File: src/cirs_map.vh
// Purpose: constants for the core internal register set
// Assumes: 16-bit processor expansion bus, register set at top of memory
// Notes: offsets are word offsets from the register set base
`ifndef CIRS_MAP_VH
`define CIRS_MAP_VH
// ************************************************
// placement
// ************************************************
`define CIRS_BASE_HI 12'hFFF
`define CIRS_OFS_W 4
// ************************************************
// register offsets
// ************************************************
`define CIRS_VER_OFS 4'h0
`define CIRS_TID_OFS 4'h1
`define CIRS_CLR_OFS 4'h2
`define CIRS_IEN_OFS 4'h3
`define CIRS_OPE_OFS 4'h4
`define CIRS_STK_OFS 4'h5
`define CIRS_PLO_OFS 4'h8
`define CIRS_PHI_OFS 4'h9
// ************************************************
// live bit masks and reset values
// ************************************************
`define CIRS_LIVE_ALL 16'hFFFF
`define CIRS_LIVE_BYTE 16'h00FF
`define CIRS_LIVE_TID 16'h0007
`define CIRS_RST_ZERO 16'h0000
// ************************************************
// output modes
// ************************************************
`define CIRS_OUT_ZERO 2'h0
`define CIRS_OUT_PASSTHROUGH 2'h1
`define CIRS_OUT_WRITE_HELD 2'h2
`define CIRS_OUT_READ 2'h3
// ************************************************
// read modes
// ************************************************
`define CIRS_RD_PASSTHROUGH 3'h0
`define CIRS_RD_STICKY_CLEAR_BY_READ 3'h1
`define CIRS_RD_STICKY_CLEAR_BY_WRITE 3'h2
`define CIRS_RD_ENABLED_FLOP_CAPTURE 3'h3
`define CIRS_RD_OUT 3'h4
`endif

File: src/cirs_reg_set.v
// Purpose: internal register set of a multi-threaded core, built from base registers
// Assumes: one clock, synchronous active-low reset, read data one cycle after strobe
// Notes: unused offsets read zero and ignore writes
`timescale 1ns/10ps
`include "cirs_map.vh"

// ************************************************
// base register
// ************************************************
module cirs_base_reg #(
  parameter [3:0] OFS = 4'h0,
  parameter [1:0] OUT_MODE = `CIRS_OUT_ZERO,
  parameter [2:0] RD_MODE = `CIRS_RD_PASSTHROUGH,
  parameter [15:0] LIVE = `CIRS_LIVE_ALL,
  parameter [15:0] RST_VAL = `CIRS_RST_ZERO,
  parameter IN_SYNC = 0,
  parameter IN_EDGE = 0
) (
  input wire clock_i,
  input wire reset_n_i,
  input wire [3:0] addr_i,
  input wire rd_i,
  input wire wr_i,
  input wire [15:0] wr_data_i,
  input wire cap_en_i,
  input wire [15:0] reg_in_i,
  output wire [15:0] rd_data_o,
  output wire [15:0] reg_out_o
);
  reg [15:0] sync1_ff;
  reg [15:0] sync2_ff;
  reg [15:0] prev_ff;
  reg [15:0] rd_q_ff;
  reg [15:0] out_q_ff;
  reg [15:0] nxt_rd_q;
  reg [15:0] rd_core;
  reg [15:0] rd_val;
  reg [15:0] out_v;
  wire hit;
  wire rd_hit;
  wire wr_hit;
  wire [15:0] in_v;
  wire [15:0] in_e;

  // offset match; the shim has already qualified the strobes
  assign hit = (addr_i == OFS);
  assign rd_hit = rd_i & hit;
  assign wr_hit = wr_i & hit;

  // optional two-stage resync, first stage feeds only the second
  always @(posedge clock_i) begin
    if (!reset_n_i) begin
      sync1_ff <= `CIRS_RST_ZERO;
      sync2_ff <= `CIRS_RST_ZERO;
      prev_ff <= `CIRS_RST_ZERO;
    end else begin
      sync1_ff <= reg_in_i;
      sync2_ff <= sync1_ff;
      prev_ff <= in_v;
    end
  end
  assign in_v = IN_SYNC ? sync2_ff : reg_in_i;
  // edge mode turns a level into a one-cycle rising event
  assign in_e = IN_EDGE ? (in_v & ~prev_ff) : in_v;

  // read side storage, one mode for the whole register
  always @* begin
    nxt_rd_q = rd_q_ff;
    case (RD_MODE)
      `CIRS_RD_STICKY_CLEAR_BY_READ: begin
        // set wins over the clearing read
        nxt_rd_q = (rd_q_ff & ~{16{rd_hit}}) | in_e;
      end
      `CIRS_RD_STICKY_CLEAR_BY_WRITE: begin
        // set wins over a write of one in the same cycle
        nxt_rd_q = (rd_q_ff & ~(wr_hit ? wr_data_i : 16'h0000)) | in_e;
      end
      `CIRS_RD_ENABLED_FLOP_CAPTURE: begin
        if (cap_en_i) begin
          nxt_rd_q = in_e;
        end
      end
      default: nxt_rd_q = rd_q_ff;
    endcase
  end

  // dead bits stay at zero so synthesis strips them
  always @(posedge clock_i) begin
    if (!reset_n_i) begin
      rd_q_ff <= RST_VAL & LIVE;
    end else begin
      rd_q_ff <= nxt_rd_q & LIVE;
    end
  end

  // write-held output latch, independent of the read path
  always @(posedge clock_i) begin
    if (!reset_n_i) begin
      out_q_ff <= RST_VAL & LIVE;
    end else if (wr_hit) begin
      out_q_ff <= wr_data_i & LIVE;
    end
  end

  // read value before the own-output choice, keeps the muxes loop free
  always @* begin
    case (RD_MODE)
      `CIRS_RD_PASSTHROUGH: rd_core = in_e;
      `CIRS_RD_OUT: rd_core = out_q_ff;
      default: rd_core = rd_q_ff;
    endcase
  end

  // output mux
  always @* begin
    case (OUT_MODE)
      `CIRS_OUT_PASSTHROUGH: out_v = in_e;
      `CIRS_OUT_WRITE_HELD: out_v = out_q_ff;
      `CIRS_OUT_READ: out_v = rd_core;
      default: out_v = 16'h0000;
    endcase
  end

  // own-output read mode returns whatever the output side drives
  always @* begin
    if (RD_MODE == `CIRS_RD_OUT) begin
      rd_val = out_v;
    end else begin
      rd_val = rd_core;
    end
  end

  // silent when not addressed so the set-level OR stays clean
  assign rd_data_o = rd_hit ? (rd_val & LIVE) : 16'h0000;
  assign reg_out_o = out_v & LIVE;
endmodule

// ************************************************
// register set top
// ************************************************
module cirs_reg_set #(
  parameter [7:0] VER_MAJOR = 8'h01,
  parameter [7:0] VER_MINOR = 8'h00
) (
  input wire clock_i,
  input wire reset_n_i,
  input wire [15:0] addr_i,
  input wire rd_i,
  input wire wr_i,
  input wire [15:0] wr_data_i,
  input wire [2:0] thread_number_field_i,
  input wire [7:0] bad_opcode_bits_i,
  input wire [7:0] underflow_bits_i,
  input wire [7:0] overflow_bits_i,
  input wire [15:0] port_low_bits_i,
  input wire [15:0] port_high_bits_i,
  output reg [15:0] rd_data_o,
  output reg [7:0] thread_clear_o,
  output wire [7:0] irq_enable_o,
  output wire [15:0] port_low_bits_o,
  output wire [15:0] port_high_bits_o
);
  wire sel;
  wire rd_s;
  wire wr_s;
  wire [3:0] ofs;
  wire [15:0] rd_ver;
  wire [15:0] rd_tid;
  wire [15:0] rd_clr;
  wire [15:0] rd_ien;
  wire [15:0] rd_ope;
  wire [15:0] rd_stk;
  wire [15:0] rd_plo;
  wire [15:0] rd_phi;
  wire [15:0] clr_q;
  wire [15:0] ien_q;
  reg [7:0] clr_prev_ff;

  // ************************************************
  // shim
  // ************************************************
  // only the top sixteen words belong to the set
  assign sel = (addr_i[15:4] == `CIRS_BASE_HI);
  assign rd_s = rd_i & sel;
  assign wr_s = wr_i & sel & ~rd_i;
  assign ofs = addr_i[3:0];

  // ************************************************
  // base registers
  // ************************************************
  // version digits are meant to be decimal; raise the major on decode changes
  cirs_base_reg #(
    .OFS(`CIRS_VER_OFS),
    .OUT_MODE(`CIRS_OUT_ZERO),
    .RD_MODE(`CIRS_RD_PASSTHROUGH),
    .LIVE(`CIRS_LIVE_ALL)
  ) u_ver (
    .clock_i(clock_i),
    .reset_n_i(reset_n_i),
    .addr_i(ofs),
    .rd_i(rd_s),
    .wr_i(wr_s),
    .wr_data_i(wr_data_i),
    .cap_en_i(1'b0),
    .reg_in_i({VER_MAJOR, VER_MINOR}),
    .rd_data_o(rd_ver),
    .reg_out_o()
  );

  // reader identity comes from the core pipeline on the same clock
  cirs_base_reg #(
    .OFS(`CIRS_TID_OFS),
    .OUT_MODE(`CIRS_OUT_ZERO),
    .RD_MODE(`CIRS_RD_PASSTHROUGH),
    .LIVE(`CIRS_LIVE_TID)
  ) u_tid (
    .clock_i(clock_i),
    .reset_n_i(reset_n_i),
    .addr_i(ofs),
    .rd_i(rd_s),
    .wr_i(wr_s),
    .wr_data_i(wr_data_i),
    .cap_en_i(1'b0),
    .reg_in_i({13'h0000, thread_number_field_i}),
    .rd_data_o(rd_tid),
    .reg_out_o()
  );

  // clear bits read back what was written
  cirs_base_reg #(
    .OFS(`CIRS_CLR_OFS),
    .OUT_MODE(`CIRS_OUT_WRITE_HELD),
    .RD_MODE(`CIRS_RD_OUT),
    .LIVE(`CIRS_LIVE_BYTE),
    .RST_VAL(`CIRS_RST_ZERO)
  ) u_clr (
    .clock_i(clock_i),
    .reset_n_i(reset_n_i),
    .addr_i(ofs),
    .rd_i(rd_s),
    .wr_i(wr_s),
    .wr_data_i(wr_data_i),
    .cap_en_i(1'b0),
    .reg_in_i(16'h0000),
    .rd_data_o(rd_clr),
    .reg_out_o(clr_q)
  );

  cirs_base_reg #(
    .OFS(`CIRS_IEN_OFS),
    .OUT_MODE(`CIRS_OUT_WRITE_HELD),
    .RD_MODE(`CIRS_RD_OUT),
    .LIVE(`CIRS_LIVE_BYTE),
    .RST_VAL(`CIRS_RST_ZERO)
  ) u_ien (
    .clock_i(clock_i),
    .reset_n_i(reset_n_i),
    .addr_i(ofs),
    .rd_i(rd_s),
    .wr_i(wr_s),
    .wr_data_i(wr_data_i),
    .cap_en_i(1'b0),
    .reg_in_i(16'h0000),
    .rd_data_o(rd_ien),
    .reg_out_o(ien_q)
  );

  // error bits stay up until software writes a one
  cirs_base_reg #(
    .OFS(`CIRS_OPE_OFS),
    .OUT_MODE(`CIRS_OUT_ZERO),
    .RD_MODE(`CIRS_RD_STICKY_CLEAR_BY_WRITE),
    .LIVE(`CIRS_LIVE_BYTE)
  ) u_ope (
    .clock_i(clock_i),
    .reset_n_i(reset_n_i),
    .addr_i(ofs),
    .rd_i(rd_s),
    .wr_i(wr_s),
    .wr_data_i(wr_data_i),
    .cap_en_i(1'b0),
    .reg_in_i({8'h00, bad_opcode_bits_i}),
    .rd_data_o(rd_ope),
    .reg_out_o()
  );

  cirs_base_reg #(
    .OFS(`CIRS_STK_OFS),
    .OUT_MODE(`CIRS_OUT_ZERO),
    .RD_MODE(`CIRS_RD_STICKY_CLEAR_BY_WRITE),
    .LIVE(`CIRS_LIVE_ALL)
  ) u_stk (
    .clock_i(clock_i),
    .reset_n_i(reset_n_i),
    .addr_i(ofs),
    .rd_i(rd_s),
    .wr_i(wr_s),
    .wr_data_i(wr_data_i),
    .cap_en_i(1'b0),
    .reg_in_i({overflow_bits_i, underflow_bits_i}),
    .rd_data_o(rd_stk),
    .reg_out_o()
  );

  // port pins are foreign to the clock, so both halves resync
  cirs_base_reg #(
    .OFS(`CIRS_PLO_OFS),
    .OUT_MODE(`CIRS_OUT_WRITE_HELD),
    .RD_MODE(`CIRS_RD_PASSTHROUGH),
    .LIVE(`CIRS_LIVE_ALL),
    .IN_SYNC(1)
  ) u_plo (
    .clock_i(clock_i),
    .reset_n_i(reset_n_i),
    .addr_i(ofs),
    .rd_i(rd_s),
    .wr_i(wr_s),
    .wr_data_i(wr_data_i),
    .cap_en_i(1'b0),
    .reg_in_i(port_low_bits_i),
    .rd_data_o(rd_plo),
    .reg_out_o(port_low_bits_o)
  );

  // high half is captured on the low-half read, same synchroniser depth
  // as the low half so both words come from one sampling edge
  cirs_base_reg #(
    .OFS(`CIRS_PHI_OFS),
    .OUT_MODE(`CIRS_OUT_WRITE_HELD),
    .RD_MODE(`CIRS_RD_ENABLED_FLOP_CAPTURE),
    .LIVE(`CIRS_LIVE_ALL),
    .IN_SYNC(1)
  ) u_phi (
    .clock_i(clock_i),
    .reset_n_i(reset_n_i),
    .addr_i(ofs),
    .rd_i(rd_s),
    .wr_i(wr_s),
    .wr_data_i(wr_data_i),
    .cap_en_i(rd_s & (ofs == `CIRS_PLO_OFS)),
    .reg_in_i(port_high_bits_i),
    .rd_data_o(rd_phi),
    .reg_out_o(port_high_bits_o)
  );

  // ************************************************
  // read bus and thread controls
  // ************************************************
  // registered OR of all slices; unused offsets contribute nothing
  always @(posedge clock_i) begin
    if (!reset_n_i) begin
      rd_data_o <= 16'h0000;
    end else begin
      rd_data_o <= rd_ver | rd_tid | rd_clr | rd_ien | rd_ope | rd_stk | rd_plo | rd_phi;
    end
  end

  // a rising clear bit gives its thread a one-cycle clear; falling does nothing
  always @(posedge clock_i) begin
    if (!reset_n_i) begin
      clr_prev_ff <= 8'h00;
      thread_clear_o <= 8'h00;
    end else begin
      clr_prev_ff <= clr_q[7:0];
      thread_clear_o <= clr_q[7:0] & ~clr_prev_ff;
    end
  end

  assign irq_enable_o = ien_q[7:0];
endmodule

File: config.mk
export PLATFORM = sky130hd
export DESIGN_NAME = cirs_reg_set
export DESIGN_NICKNAME = d
export VERILOG_FILES = /design/src/cirs_reg_set.v
export VERILOG_INCLUDE_DIRS = /design/src
export SDC_FILE = /design/constraint.sdc
export NUM_CORES = 1
export LEC_CHECK = 0
export BUFFER_PORTS_ARGS = -buffer_cell sky130_fd_sc_hd__clkbuf_2
export CAP_MARGIN = 20
export CORE_AREA = 2 2 117 119
export DETAILED_ROUTE_END_ITERATION = 12
export DIE_AREA = 0 0 119 121
export PLACE_DENSITY = 0.85
export SKIP_CTS_REPAIR_TIMING = 1
export SYNTH_ARGS = -nofsm -noshare
export SYNTH_HDL_FRONTEND = slang
export SYNTH_SLANG_ARGS = --single-unit
File: constraint.sdc
create_clock -name clock_i -period 2.8 [get_ports clock_i]
set_input_delay 0.28 -clock clock_i [delete_from_list [all_inputs] [get_ports clock_i]]
set_output_delay 0.28 -clock clock_i [all_outputs]
set_load 0.02 [all_outputs]
# After elaboration in Yosys (flattened, before gate mapping)

Cells that the tools add are included.

Register bits after elaboration: 184
Word-level logic and storage cells: 66
Input port bits: 95

Reduce and logical (&&, ||, !) cells: 1
Muxes and demuxes: 10
Equality and inequality tests: 8
Bitwise logic cells: 33

Operators by type and width:

| operator                                                              | count |
|---|---|
| 16-bit OR                                                             | 8 |
| 16-bit 2-to-1 mux                                                     | 4 |
| 8-bit 2-to-1 mux                                                      | 4 |
| 1-bit AND                                                             | 17 |
| 16-bit AND                                                            | 1 |
| 8-bit AND                                                             | 2 |
| 16-bit NOT                                                            | 1 |
| 8-bit NOT                                                             | 2 |
| 12-bit equality test, second input constant                           | 1 |
| 9-bit 2-to-1 mux                                                      | 1 |
| 4-bit by 2-bit equality test with 1-bit output, second input constant | 2 |
| 4-bit by 3-bit equality test with 1-bit output, second input constant | 2 |
| 4-bit equality test, second input constant                            | 2 |
| 8-bit OR                                                              | 1 |
| 4-bit by 1-bit equality test with 1-bit output, second input constant | 1 |
| 4-bit logical NOT                                                     | 1 |
| 3-bit 2-to-1 mux                                                      | 1 |
| 1-bit NOT                                                             | 1 |

# Logic depth before layout (Yosys ltp)

Depth in word-level cells: 11
Gate-level depth with buffers: 6
Gate-level depth less buffers: 4

# Cells and area by module

From an unflattened synthesis, not the netlist that was laid out.

Cells, all modules: 864
Area total of the unflattened synthesis: 8260.4 sq um

Modules (own cells, without submodules):

| module                | instances | area each (sq um) | cells an instance | sequential area each (sq um) |
|---|---|---|---|---|
| cirs_base_reg (u_phi) | 1         | 2248.4            | 209               | 1281.2 |
| cirs_base_reg (u_plo) | 1         | 1655.3            | 157               | 960.9 |
| cirs_reg_set          | 1         | 1158.6            | 108               | 640.6 |
| cirs_base_reg (u_stk) | 1         | 887.1             | 104               | 320.3 |
| cirs_base_reg (u_ope) | 1         | 580.6             | 68                | 160.2 |
| cirs_base_reg (u_clr) | 1         | 544.3             | 62                | 160.2 |
| cirs_base_reg (u_ien) | 1         | 538.0             | 62                | 160.2 |
| cirs_base_reg (u_ver) | 1         | 382.9             | 57                | 0.0 |
| cirs_base_reg (u_tid) | 1         | 265.3             | 37                | 0.0 |

# Worst setup path before layout

OpenSTA, ideal clock, no wires.

Kind: in2reg
Start: input port addr_i[7]
End: register u_phi.out_q_ff[5] (netlist: u_phi.reg_out_o[5])
Buffers on the path: 2
Cell stages on the path: 6
Arrival: 1.522 ns
Data required time: 2.680 ns
Slack: 1.158 ns
Cell sequence: nand4_1 -> nor4_4 -> nand4b_1 -> buf_2 -> buf_6 -> mux2i_1

Word-level cells in the longest chain between the ends: 4

Ends and longest elaborated chain:

| what                           | RTL line           | RTL |
|---|---|---|
| from (decl)                    | cirs_reg_set.v:147 | `input wire [15:0] addr_i,` |
| 12-bit equality test (no line) | -                  |  |
| 1-bit AND (2 in a row)         | cirs_reg_set.v:185 | `assign wr_s = wr_i & sel & ~rd_i;` |
| 1-bit AND                      | cirs_reg_set.v:48  | `assign wr_hit = wr_i & hit;` |
| to (signal assigned)           | cirs_reg_set.v:99  | `out_q_ff <= RST_VAL & LIVE;` |
| to (signal assigned)           | cirs_reg_set.v:101 | `out_q_ff <= wr_data_i & LIVE;` |
| to (decl)                      | cirs_reg_set.v:34  | `reg [15:0] out_q_ff;` |

No other way between the ends.
A chain may end at the register's enable or synchronous reset.

# Worst setup path after layout

Start: input port addr_i[13]
End: register rd_data_o[2]

Word-level cells in the longest chain between the ends: 11
Elaborated cells between the ends (all ways): 23
Classes of those cells: eq/ne (1); mux (7); bitwise (15)

Ends and longest elaborated chain:

| what                               | RTL line           | RTL |
|---|---|---|
| 12-bit equality test (no line) (*) | -                  |  |
| 1-bit AND (*)                      | cirs_reg_set.v:184 | `assign rd_s = rd_i & sel;` |
| 1-bit AND                          | cirs_reg_set.v:47  | `assign rd_hit = rd_i & hit;` |
| 3-bit 2-to-1 mux                   | cirs_reg_set.v:134 | `assign rd_data_o = rd_hit ? (rd_val & LIVE) : 16'h0000;` |
| 16-bit OR (6 in a row)             | cirs_reg_set.v:354 | `rd_data_o <= rd_ver \| rd_tid \| rd_clr \| rd_ien \| rd_ope \| rd_stk \| rd_plo \| rd_phi;` |
| 16-bit OR (*)                      | cirs_reg_set.v:354 |  |
| to (signal assigned)               | cirs_reg_set.v:354 |  |
| to (decl)                          | cirs_reg_set.v:157 | `output reg [15:0] rd_data_o,` |

Mark *: on every way between the ends. The rest lies on a longest branch, timed or not.

==> flow_metrics.py <==
metrics = {
    "synthesis": {
        "synth_fp_nets": 728,
        "synth_seq_cells": 184,
        "syn-instance-count": 633,
        "synth_top_area_frac": 0.571,
        "ys_seq_area_frac": 0.571,
        "synth_area_leaders": "dfxtp_1, mux2i_1, and2_1, nand2_1, a41oi_1",
        "ys_warn_count": 0,
        "synth_largest_area_cell": "dfxtp_1",
        "yosysUniqueCellTypes": 36,
        "avgSynthCellArea_um2": 10.2,
        "syn_area_mm2": 0.00645,
    },
    "setup_path": {
        "rr_startpoint": "u_stk.rd_core[4]$_SDFF_PN0_",
        "critPathSlowestCell": "or4_1",
        "crit_fanout": 13,
        "worst_setup_path_start_kind": "primary input",
        "timing.rr.end": "rd_data_o[4]$_SDFF_PN0_",
        "ff2ff_setup_slack_ns": 1.77,
        "cp-startpoint": "addr_i[13]",
        "criticalPathCategory": "in -> reg",
        "critPathCapture": "rd_data_o[2]$_SDFF_PN0_",
        "required_ns": 3.15,
        "slowest_delay_ns": 0.87,
        "reg2reg_depth": 3,
        "crit_arrival_ns": 2.12,
        "worstSetupEndpointType": "register",
        "path_cells": "clkbuf_2, nand4_1, or4_1, nor4_1, o2bb2ai_1",
    },
    "grt": {
        "grt_pass1_vias": 4715,
        "met2_usage": 0.328,
        "grt.total_usage": 0.212,
        "met1_usage": 0.273,
        "grt_max_degree": 192,
        "gr-max-usage-layer": "met2",
        "use_met3": 0.0569,
        "grt_pass1_wl_um": 23800,
        "antenna_found_initial": 0,
        "globalRouteOverflowTotal": 0,
    },
    "clock_tree": {
        "cts_max_level": 4,
        "cts.clk_slew.worst_paths_ns": 0.07,
        "cts_made_buffers": 17,
        "cts_tree": "built",
        "clock-sinks": 184,
        "cts_root_buf": "clkbuf_16",
        "clk_path_buf_depth": 2,
        "clk-insertion-delay-late_ns": 0.42,
    },
    "route": {
        "drc": 0,
        "wire_per_inst_um": 15.3,
        "firstDrtPassIters": 5,
        "wl_um": 14800,
        "routed_via_density": 5.13,
        "vias": 4960,
        "postRouteAntennaNets": 0,
        "drtIter0Drc": 447,
    },
    "timing": {
        "setup_ws_ns": 1.02,
        "finalMaxSlewViolations": 0,
        "timing.hold.ws_ns": 0.0584,
        "rsz0062_at_grt": "false",
        "fin_crit_sh": 0.634,
        "fin_crit_ns": 1.78,
        "slew_headroom": 0.405,
        "max_slew.worst_pin.slew_ns": 0.890,
        "hold_violations": 0,
        "tns_ns": 0,
        "setup_viol": 0,
        "fmax_ghz": 0.563,
        "finalClockSkew_ns": 0.0107,
    },
    "final_layout": {
        "drive_gt1_frac": 0.261,
        "syn2layout_area_growth_pct": 23.7,
        "final_common_cell": "dfxtp_1",
        "multi_input_area_mm2": 0.00247,
        "ff_latch_area_mm2": 0.00368,
        "diodes": 0,
        "final_cell_mix": "dfxtp_1, clkbuf_2, nand2_1",
        "num-fill-cells": 1099,
        "layout.nets": 872,
    },
    "pwr": {
        "leakagePower_uw": 0.00371,
        "peakVddDrop_uv": 363,
        "finalPower_uw": 5360,
        "power_density_mw_per_mm2": 671,
    },
    "floorplan": {
        "io_pins": 159,
        "die-area_mm2": 0.0144,
        "die_w_um": 119,
        "fp.dieH_um": 121,
        "coreArea_mm2": 0.0131,
        "rows": 42,
        "initial_core_util": 0.493,
    },
    "place": {
        "globalplace.congestion": 0.901,
        "dp_slack_ns": 0.637,
        "port_buffers": 158,
        "dpl.hpwl_um": 10300,
    },
    "status": {
        "outcome": "finished, final reports clean",
    },
    "flow_run": {
        "cap_violations": 0,
    },
    "worst_hold_path": {
        "worstHoldPathType": "in -> reg",
    },
}
power breakdown:
| group | internal (uW) | switching [uW] | leakage [uW] |
|---|---|---|---|
| registers | 2680 | 25.2 | 0.00150 |
| logic | 117 | 148 | 0.00192 |
| clock network | 1360 | 1020 | 0.000286 |
worst min-delay path by stage:
| stage | startpoint | endpoint | slack (ns) | cells after the start |
|---|---|---|---|---|
| after floorplan | clr_prev_ff[0]$_SDFF_PN0_ | thread_clear_o[0]$_SDFF_PN0_ | 0.37 | 1 |
| after global placement | clr_prev_ff[7]$_SDFF_PN0_ | thread_clear_o[7]$_SDFF_PN0_ | 0.37 | 1 |
| after detailed placement | clr_prev_ff[5]$_SDFF_PN0_ | thread_clear_o[5]$_SDFF_PN0_ | 0.37 | 1 |
| after CTS | port_high_bits_i[7] | u_phi.sync1_ff[7]$_SDFF_PN0_ | 0.04 | 2 |
| after global routing | port_high_bits_i[8] | u_phi.sync1_ff[8]$_SDFF_PN0_ | 0.05 | 2 |
| final | port_low_bits_i[5] | u_plo.sync1_ff[5]$_SDFF_PN0_ | 0.06 | 2 |
through the flow:
stage	utilization	cell area, um2	std cells
final	0.610	7980	966
after detailed placement	0.564	7380	934
after floorplan	-	6450	633
after global routing	0.610	7980	966
after CTS	0.610	7980	966
after global placement	0.564	7380	934
logic make-up after synthesis:
logic type / count (synthesis) / share of synthesized area
mux: 64 / 0.0993
compound gates: 105 / 0.121
simple gates: 204 / 0.162
buf+inv: 76 / 0.0463
flops: 184 / 0.571
registers in the layout (all words and copies together) (netlist names), 16 cells and up:
register / count
u_plo.in_e: 16
rd_data_o: 16
u_phi.reg_out_o: 16
u_phi.in_e: 16
u_phi.rd_core: 16
u_plo.sync1_ff: 16
u_plo.reg_out_o: 16
u_stk.rd_core: 16
u_phi.sync1_ff: 16
cells in the mapped netlist:
| master | instances |
|---|---|
| a41oi_1 | 24 |
| nor4b_2 | 1 |
| and3_1 | 1 |
| nor2_1 | 13 |
| o2bb2ai_1 | 3 |
| nand2_1 | 98 |
| a211oi_1 | 3 |
| nand2b_1 | 2 |
| nand4_1 | 4 |
| clkbuf_1 | 36 |
| nor4_1 | 1 |
| or4_1 | 1 |
| a31o_2 | 2 |
| inv_1 | 33 |
| a2bb2oi_1 | 5 |
| and4_1 | 1 |
| a32o_1 | 5 |
| nand4b_1 | 1 |
| nor3_1 | 4 |
| nor4bb_1 | 1 |
| a21oi_1 | 8 |
| buf_6 | 1 |
| dfxtp_1 | 184 |
| mux2i_1 | 64 |
| nor2b_1 | 3 |
| buf_1 | 1 |
| nand3_4 | 1 |
| nor3b_1 | 1 |
| o22a_1 | 1 |
| a22o_1 | 16 |
| o21ai_0 | 25 |
| nand3b_1 | 6 |
| and2_1 | 64 |
| a22oi_1 | 13 |
| nor4_4 | 1 |
| buf_2 | 5 |
critical path, delay by kind of cell:
family	cells	cell delay (ns)
simple gates	3	1.60
compound gates	1	0.16
buf+inv	1	0.08
cell type report:
type                    count  area share
clock buffers              18      0.0550
clock inverters            14      0.0205
inverters                  33      0.0155
multi-input cells         373       0.310
flip-flops and latches    184       0.461
well taps                 176      0.0276
repair buffers            168       0.110
routing by layer:
metal / vias up / share of wire
met1: 2271 / 0.45
met5: - / 0
li1: 2451 / -
met4: 0 / 0.030
met3: 35 / 0.064
met2: 203 / 0.45
No activity file was read; power rests on OpenSTA's default activity.
